[src/rtl/code_map_pkg.sv]
// Constants and types shared by the code area remap logic
package code_map_pkg;
    // Register indices; byte address is the index shifted left by two
    localparam logic [15:0] IDX_STAGING = 16'h0fde;
    localparam logic [15:0] IDX_COMMIT = 16'h0fdf;
    localparam int WORD_SHIFT = 2;

    // Field positions of the staging and status registers
    localparam int BIT_VRELOC = 2;
    localparam int BIT_RAMMAP = 1;
    localparam int BIT_RSTDIS = 0;
    localparam int FIELD_W = 3;
    localparam logic [2:0] STAGING_RESET = 3'h0;

    // Commit key bytes
    localparam logic [7:0] KEY_COMMIT_ALL = 8'hd4;
    localparam logic [7:0] KEY_COMMIT_RSTDIS = 8'hb2;

    // Code and data space windows
    localparam logic [15:0] RAM_LO = 16'h0040;
    localparam logic [15:0] RAM_HI = 16'h083f;
    localparam logic [15:0] FLASH_LO = 16'h8000;
    localparam logic [15:0] VCALL_LO = 16'hffa0;
    localparam logic [15:0] VCALL_HI = 16'hffbf;
    localparam logic [15:0] IVEC_LO = 16'hffcc;
    localparam logic [15:0] IVEC_HI = 16'hffff;
    localparam logic [15:0] RESET_VEC_LO = 16'hfffe;
    localparam logic [15:0] RELOC_OFFSET = 16'hfe00;

    // Where an instruction fetch is served
    typedef enum logic [3:0] {
        TGT_RAM = 4'b0001,
        TGT_FLASH = 4'b0010,
        TGT_SWI = 4'b0100,
        TGT_OTHER = 4'b1000
    } fetch_target_e;

    // AXI responses
    localparam logic [1:0] RESP_OKAY = 2'h0;
    localparam logic [1:0] RESP_SLVERR = 2'h2;
endpackage

[src/rtl/code_map_if.sv]
// Signals between the register side and the fetch decoder
`timescale 1ns/1ns
interface code_map_if;
    logic [15:0] fetchAddr;
    logic [15:0] vectorAddr;
    logic ramMapped;
    logic vectorReloc;
    logic fetchInRam;
    code_map_pkg::fetch_target_e target;
    logic [15:0] vectorPhys;

    modport decoder (
        input fetchAddr, vectorAddr, ramMapped, vectorReloc,
        output fetchInRam, target, vectorPhys
    );
    modport owner (
        output fetchAddr, vectorAddr, ramMapped, vectorReloc,
        input fetchInRam, target, vectorPhys
    );
endinterface

[src/rtl/code_area_ram_remap.sv]
// Code area remap control with AXI4-Lite register access
`timescale 1ns/1ns
module code_area_ram_remap #(
    parameter int ADDR_W = 16,
    parameter logic [7:0] SWI_OPCODE = 8'hff
) (
    input wire logic clk,
    input wire logic rst,
    input wire logic [ADDR_W-1:0] s_axi_awaddr,
    input wire logic s_axi_awvalid,
    output logic s_axi_awready,
    input wire logic [31:0] s_axi_wdata,
    input wire logic [3:0] s_axi_wstrb,
    input wire logic s_axi_wvalid,
    output logic s_axi_wready,
    output logic [1:0] s_axi_bresp,
    output logic s_axi_bvalid,
    input wire logic s_axi_bready,
    input wire logic [ADDR_W-1:0] s_axi_araddr,
    input wire logic s_axi_arvalid,
    output logic s_axi_arready,
    output logic [31:0] s_axi_rdata,
    output logic [1:0] s_axi_rresp,
    output logic s_axi_rvalid,
    input wire logic s_axi_rready,
    input wire logic fetchReq,
    input wire logic [15:0] fetchAddr,
    output logic fetchValid,
    output logic fetchFromRam,
    output logic fetchFromFlash,
    output logic fetchSwi,
    output logic [7:0] fetchSwiData,
    input wire logic vectorReq,
    input wire logic [15:0] vectorAddr,
    output logic vectorValid,
    output logic [15:0] vectorPhysAddr,
    input wire logic dataReq,
    input wire logic [15:0] dataAddr,
    output logic dataValid,
    output logic dataFromRam,
    input wire logic serialProgMode,
    input wire logic resetFlagClearStaged,
    output logic resetFlagClear,
    output logic resetDisable
);
    // Register byte addresses need fourteen bits at least
    generate
        if (ADDR_W < 14 || ADDR_W > 32) begin : g_bad_width
            $error("ADDR_W must lie between 14 and 32");
        end
    endgenerate

    localparam logic [ADDR_W-1:0] STAGING_ADDR = ADDR_W'({16'h0000, code_map_pkg::IDX_STAGING} << code_map_pkg::WORD_SHIFT);
    localparam logic [ADDR_W-1:0] COMMIT_ADDR = ADDR_W'({16'h0000, code_map_pkg::IDX_COMMIT} << code_map_pkg::WORD_SHIFT);
    localparam logic [ADDR_W-1:0] WORD_MASK = ~ADDR_W'(3);

    code_map_if map ();

    logic [2:0] stagedBits;
    logic ramMapCommitted;
    logic vecRelocCommitted;

    logic awHeld;
    logic [ADDR_W-1:0] awAddrQ;
    logic wHeld;
    logic [7:0] wDataQ;
    logic wLane0Q;

    // Write channel: address and data are caught independently, then executed together
    wire awTake;
    wire wTake;
    wire wrGo;
    wire wrHitStaging;
    wire wrHitCommit;
    wire wrMapped;
    wire stagingWrite;
    wire commitAll;
    wire commitRstOnly;
    wire [1:0] next_bresp;

    assign s_axi_awready = !awHeld && !s_axi_bvalid;
    assign s_axi_wready = !wHeld && !s_axi_bvalid;
    assign awTake = s_axi_awvalid && s_axi_awready;
    assign wTake = s_axi_wvalid && s_axi_wready;
    assign wrGo = awHeld && wHeld && !s_axi_bvalid;
    assign wrHitStaging = (awAddrQ & WORD_MASK) == STAGING_ADDR;
    assign wrHitCommit = (awAddrQ & WORD_MASK) == COMMIT_ADDR;
    assign wrMapped = wrHitStaging || wrHitCommit;
    assign next_bresp = wrMapped ? code_map_pkg::RESP_OKAY : code_map_pkg::RESP_SLVERR;
    // A write without byte lane 0 carries no register byte and is ignored
    assign stagingWrite = wrGo && wrHitStaging && wLane0Q;
    // Key must arrive as one whole byte; anything else leaves the mapping alone
    assign commitAll = wrGo && wrHitCommit && wLane0Q && (wDataQ == code_map_pkg::KEY_COMMIT_ALL);
    assign commitRstOnly = wrGo && wrHitCommit && wLane0Q && (wDataQ == code_map_pkg::KEY_COMMIT_RSTDIS);

    always_ff @(posedge clk) begin
        if (rst) begin
            awHeld <= 1'b0;
            awAddrQ <= '0;
        end else if (awTake) begin
            awHeld <= 1'b1;
            awAddrQ <= s_axi_awaddr;
        end else if (wrGo) begin
            awHeld <= 1'b0;
        end
    end

    always_ff @(posedge clk) begin
        if (rst) begin
            wHeld <= 1'b0;
            wDataQ <= 8'h00;
            wLane0Q <= 1'b0;
        end else if (wTake) begin
            wHeld <= 1'b1;
            wDataQ <= s_axi_wdata[7:0];
            wLane0Q <= s_axi_wstrb[0];
        end else if (wrGo) begin
            wHeld <= 1'b0;
        end
    end

    always_ff @(posedge clk) begin
        if (rst) begin
            s_axi_bvalid <= 1'b0;
            s_axi_bresp <= code_map_pkg::RESP_OKAY;
        end else if (wrGo) begin
            s_axi_bvalid <= 1'b1;
            s_axi_bresp <= next_bresp;
        end else if (s_axi_bready) begin
            s_axi_bvalid <= 1'b0;
        end
    end

    // Staging register: only the three mapping bits exist
    always_ff @(posedge clk) begin
        if (rst) begin
            stagedBits <= code_map_pkg::STAGING_RESET;
        end else if (stagingWrite) begin
            stagedBits <= wDataQ[code_map_pkg::FIELD_W-1:0];
        end
    end

    // Committed mapping; reset leaves RAM out of the code space
    always_ff @(posedge clk) begin
        if (rst) begin
            ramMapCommitted <= 1'b0;
            vecRelocCommitted <= 1'b0;
            resetFlagClear <= 1'b0;
        end else if (commitAll) begin
            ramMapCommitted <= stagedBits[code_map_pkg::BIT_RAMMAP];
            vecRelocCommitted <= stagedBits[code_map_pkg::BIT_VRELOC];
            resetFlagClear <= resetFlagClearStaged;
        end
    end

    // Reset disable also has its own key so it can be moved without touching the map
    always_ff @(posedge clk) begin
        if (rst) begin
            resetDisable <= 1'b0;
        end else if (commitAll || commitRstOnly) begin
            resetDisable <= stagedBits[code_map_pkg::BIT_RSTDIS];
        end
    end

    // Read channel: the commit address reads back as the status register
    wire arTake;
    wire rdHitStaging;
    wire rdHitStatus;
    wire [31:0] stagingView;
    wire [31:0] statusView;
    wire [31:0] next_rdata;
    wire [1:0] next_rresp;

    assign s_axi_arready = !s_axi_rvalid;
    assign arTake = s_axi_arvalid && s_axi_arready;
    assign rdHitStaging = (s_axi_araddr & WORD_MASK) == STAGING_ADDR;
    assign rdHitStatus = (s_axi_araddr & WORD_MASK) == COMMIT_ADDR;
    assign stagingView = {29'h0000000, stagedBits};
    assign statusView = {29'h0000000, vecRelocCommitted, ramMapCommitted, resetDisable};
    assign next_rdata = rdHitStaging ? stagingView : (rdHitStatus ? statusView : 32'h00000000);
    assign next_rresp = (rdHitStaging || rdHitStatus) ? code_map_pkg::RESP_OKAY : code_map_pkg::RESP_SLVERR;

    always_ff @(posedge clk) begin
        if (rst) begin
            s_axi_rvalid <= 1'b0;
            s_axi_rdata <= 32'h00000000;
            s_axi_rresp <= code_map_pkg::RESP_OKAY;
        end else if (arTake) begin
            s_axi_rvalid <= 1'b1;
            s_axi_rdata <= next_rdata;
            s_axi_rresp <= next_rresp;
        end else if (s_axi_rready) begin
            s_axi_rvalid <= 1'b0;
        end
    end

    // Fetch path decode
    assign map.fetchAddr = fetchAddr;
    assign map.vectorAddr = vectorAddr;
    assign map.ramMapped = ramMapCommitted || serialProgMode;
    assign map.vectorReloc = vecRelocCommitted;

    code_fetch_decode u_decode (
        .map(map.decoder)
    );

    wire isRam;
    wire isFlash;
    wire isSwi;
    wire dataInRam;

    assign isRam = map.target == code_map_pkg::TGT_RAM;
    assign isFlash = map.target == code_map_pkg::TGT_FLASH;
    assign isSwi = map.target == code_map_pkg::TGT_SWI;
    // Data space sees RAM whatever the code map says
    assign dataInRam = (dataAddr >= code_map_pkg::RAM_LO) && (dataAddr <= code_map_pkg::RAM_HI);

    always_ff @(posedge clk) begin
        if (rst) begin
            fetchValid <= 1'b0;
            fetchFromRam <= 1'b0;
            fetchFromFlash <= 1'b0;
            fetchSwi <= 1'b0;
            fetchSwiData <= 8'h00;
        end else begin
            fetchValid <= fetchReq;
            fetchFromRam <= fetchReq && isRam;
            fetchFromFlash <= fetchReq && isFlash;
            fetchSwi <= fetchReq && isSwi;
            fetchSwiData <= (fetchReq && isSwi) ? SWI_OPCODE : 8'h00;
        end
    end

    always_ff @(posedge clk) begin
        if (rst) begin
            vectorValid <= 1'b0;
            vectorPhysAddr <= 16'h0000;
        end else begin
            vectorValid <= vectorReq;
            if (vectorReq) begin
                vectorPhysAddr <= map.vectorPhys;
            end
        end
    end

    always_ff @(posedge clk) begin
        if (rst) begin
            dataValid <= 1'b0;
            dataFromRam <= 1'b0;
        end else begin
            dataValid <= dataReq;
            dataFromRam <= dataReq && dataInRam;
        end
    end
endmodule

[src/rtl/code_fetch_decode.sv]
// Combinational decoder for instruction and vector fetch addresses
`timescale 1ns/1ns
module code_fetch_decode (
    code_map_if.decoder map
);
    wire inRam;
    wire inFlash;
    wire inVcall;
    wire inIvec;
    wire isResetVec;
    wire relocHit;

    assign inRam = (map.fetchAddr >= code_map_pkg::RAM_LO) && (map.fetchAddr <= code_map_pkg::RAM_HI);
    assign inFlash = map.fetchAddr >= code_map_pkg::FLASH_LO;
    assign map.fetchInRam = inRam;

    // Unmapped RAM window hands the core a trap opcode rather than stale data
    assign map.target = inRam ? (map.ramMapped ? code_map_pkg::TGT_RAM : code_map_pkg::TGT_SWI) :
        (inFlash ? code_map_pkg::TGT_FLASH : code_map_pkg::TGT_OTHER);

    assign inVcall = (map.vectorAddr >= code_map_pkg::VCALL_LO) && (map.vectorAddr <= code_map_pkg::VCALL_HI);
    assign inIvec = (map.vectorAddr >= code_map_pkg::IVEC_LO) && (map.vectorAddr <= code_map_pkg::IVEC_HI);
    assign isResetVec = map.vectorAddr >= code_map_pkg::RESET_VEC_LO;
    // Reset vector never moves, so a broken RAM image cannot stop the part from booting
    assign relocHit = map.vectorReloc && (inVcall || (inIvec && !isResetVec));
    assign map.vectorPhys = relocHit ? (map.vectorAddr - code_map_pkg::RELOC_OFFSET) : map.vectorAddr;
endmodule

[config.mk]
export PLATFORM = sky130hd
export DESIGN_NAME = code_area_ram_remap
export DESIGN_NICKNAME = d
export VERILOG_FILES = /design/src/rtl/code_map_pkg.sv /design/src/rtl/code_map_if.sv /design/src/rtl/code_area_ram_remap.sv /design/src/rtl/code_fetch_decode.sv
export SDC_FILE = /design/constraint.sdc
export NUM_CORES = 1
export LEC_CHECK = 0
export BUFFER_PORTS_ARGS = -buffer_cell sky130_fd_sc_hd__buf_2
export CAP_MARGIN = 20
export CORE_MARGIN = 2
export CORE_UTILIZATION = 44
export CTS_CLUSTER_DIAMETER = 100
export DETAILED_ROUTE_END_ITERATION = 10
export PLACE_DENSITY = 0.85
export RECOVER_POWER = 100
export SETUP_SLACK_MARGIN = 0.05
export SLEW_MARGIN = 20
export SYNTH_ARGS = -nofsm -noshare
export SYNTH_HDL_FRONTEND = slang
export SYNTH_SLANG_ARGS = --single-unit
[constraint.sdc]
create_clock -name clk -period 3.1 [get_ports clk]
set_input_delay 0.62 -clock clk [delete_from_list [all_inputs] [get_ports clk]]
set_output_delay 0.62 -clock clk [all_outputs]
set_load 0.01 [all_outputs]
==> reports/results.ini <==
[final_layout]
n_antenna_cell=0
postLayoutCellArea_mm2=0.00343
final_util_pct=54.3
areaGrowthSynthToFinish_pct=20.2
nets=577
drive_gt1_share_pct=22.7
final_cells=530

[global_routing]
grt_antenna_before_repair=0
grt_usage_pct=17.4
grt_max_degree=46
grt-ovfl-total=0
grt_pass1_wl_um=10200
grt_pass1_vias=2413

[min_path]
min_to=awAddrQ[8]$_SDFFE_PP0P_
hp-class=reg -> reg
worstHoldStart=awAddrQ[8]$_SDFFE_PP0P_
holdPathStages=2

[cts]
clock_latency_ns=0.33
cts.sinks=62
post_cts_buffers=0
clk_path_buf_depth=2
clkTransAtPathRegs_ns=0.07
cts.repair.resized=0
cts_buffers=9
clock-root-buffer=clkbuf_8
htree_levels=3
cts_tree=yes
cts_hold_buf=0

[power_and_ir_drop]
vdd_drop_max_v=0.000340
p_per_area_mw_per_mm2=484
p_leak_nw=1.43

[placement]
portBuffers=127
routabilityCongestion=0.784
dp_hpwl_um=4960
placed_cells=514
dpl_cell_area_mm2=0.00337

[critical_path]
endpoint_kind=flop
path_class=reg -> reg
r2r_setup_slack_ns=1.04
r2r-end=ramMapCommitted$_SDFFE_PP0P_
r2r-start=s_axi_bvalid$_SDFFE_PP0P_
cp_data_required_time_ns=3.35
cp_max_fo=9
startpoint_type=flop
reg2regPathDepth=4
crit_arrival_ns=2.31

[floorplan]
start_util_pct=45.1
die_y_um=84.5
core-area_mm2=0.00631
boundaryPins=202
die-area_mm2=0.00714
dieWidth_um=84.5
fp-row-count=29

[logic_synthesis]
yosys.area.top_type=dfxtp_1
synthTopCellsByArea=dfxtp_1, buf_4, nand2_1
yosys-top-cells-count=nand2_1, dfxtp_1, buf_4, a21oi_1, nor2_1
synth_async_sr_flop_share_pct=0
yosysTopAreaCellShare_pct=43.5
yosysSeqAreaShare_pct=43.5
synth_cells=329
synth_edf_count=0
synthDistinctLibCells=45
syn_area_mm2=0.00285
syn_avg_cell_area_um2=8.66
yosysMostFrequentCell=nand2_1
synth-seq-cells=62
yosysWarnings=0
ys.flop_type=dfxtp_1

[route]
routedWlPerCell_um=12.0
ant_nets=0
num_vias=2595
first_pass_iters=4
drc=0
routed_via_density=4.90
drt_iter0_drc=56
wl_um=6380

[sta]
min_period_ns=2.06
timing.hold.ws_ns=0.453
fmax_mhz=485
setup_viol=0
setup_tns_ns=0
slew_headroom_pct=38.9
tightest_slew_ns=0.893
skew_ns=0.00832
post-route-period-util_pct=66.6
rsz0062_at_grt=no
hold_violations=0
report.final.slew_viol_count=0

[flow_run]
maxCapViolations=0

[run_status]
outcome=completed

worst max-delay path, stage by stage (launching register included):
cell and delay [ns]:
dfxtp_1 0.37, nand4b_1 0.22, or3_1 0.44, nor4_1 0.69, mux2i_1 0.27
layer usage:
| layer | share of wire [%] | track usage (%) | vias up |
|---|---|---|---|
| met2 | 53 | 32.6 | 85 |
| met4 | 1.2 | 6.06 | 0 |
| met1 | 40 | 19.0 | 1193 |
| met5 | 0 | 0 | - |
| li1 | - | - | 1306 |
| met3 | 6.0 | 4.13 | 11 |
logic make-up after synthesis:
kind of cell               share of synthesized area [%]
muxes                                               5.75
adders and majority gates                          0.439
and+or+nand+nor                                     26.2
other                                              0.132
DFF                                                 43.5
AOI/OAI and AO/OA                                   11.3
xor gates and xnor gates                           0.307
buffers and inverters                               12.3
flip-flops by register name (all words and copies together) (netlist names), 3 cells and up:
register	cells
stagedBits	3
vectorPhysAddr	16
s_axi_rdata	3
awAddrQ	14
wDataQ	8
final cells by class:
| class | instances | area (µm²) |
|---|---|---|
| clock buffers | 12 | 135 |
| clock inverters | 4 | 23.8 |
| repair buffers | 128 | 587 |
| well taps | 77 | 96.3 |
| flip-flops and latches | 62 | 1240 |
| multi-input cells | 243 | 1330 |
| inverters | 4 | 15.0 |
| fillers | 663 | 2890 |
layout by cell type (no fill, tap or decap), types with 4 or more instances in the layout:
cell type / instances
buf_2: 82
nand2_1: 63
dfxtp_1: 62
clkbuf_1: 48
conb_1: 31
a21oi_1: 30
nor2_1: 20
o21ai_0: 14
mux2i_1: 13
clkbuf_8: 9
nand2b_1: 8
nand3_1: 7
nand4_1: 7
nor4_1: 5
inv_1: 4
nor2b_1: 4
nor3_1: 4
how the worst max path moves through the flow:
| stage | start | end | cells after the start |
|---|---|---|---|
| after detailed placement | vectorAddr[9] | vectorPhysAddr[13]$_SDFFE_PP0P_ | 5 |
| after CTS | s_axi_bvalid$_SDFFE_PP0P_ | s_axi_wready | 2 |
| after global routing | s_axi_bvalid$_SDFFE_PP0P_ | ramMapCommitted$_SDFFE_PP0P_ | 4 |
| final | s_axi_bvalid$_SDFFE_PP0P_ | ramMapCommitted$_SDFFE_PP0P_ | 4 |
| after floorplan | fetchAddr[9] | fetchSwiData[6]$_SDFF_PP0_ | 4 |
| after global placement | vectorAddr[9] | vectorPhysAddr[13]$_SDFFE_PP0P_ | 5 |
per-stage QoR:
| stage | setup slack (ns) | power (mW) |
|---|---|---|
| after CTS | 1.41 | 1.69 |
| after global placement | 1.12 | 1.09 |
| after global routing | 0.869 | 1.75 |
| after floorplan | 1.39 | 1.03 |
| after detailed placement | 1.06 | 1.10 |
| final | 1.04 | 1.66 |
report_power, final:
part / internal (mW) / leakage [nW] / switching (mW) / total (mW)
Sequential: 0.838 / 0.509 / 0.0261 / 0.865
Clock: 0.288 / 0.0841 / 0.295 / 0.583
Combinational: 0.0877 / 0.840 / 0.124 / 0.212
Total: 1.21 / 1.43 / 0.445 / 1.66
(Power assumes the default switching activity.)
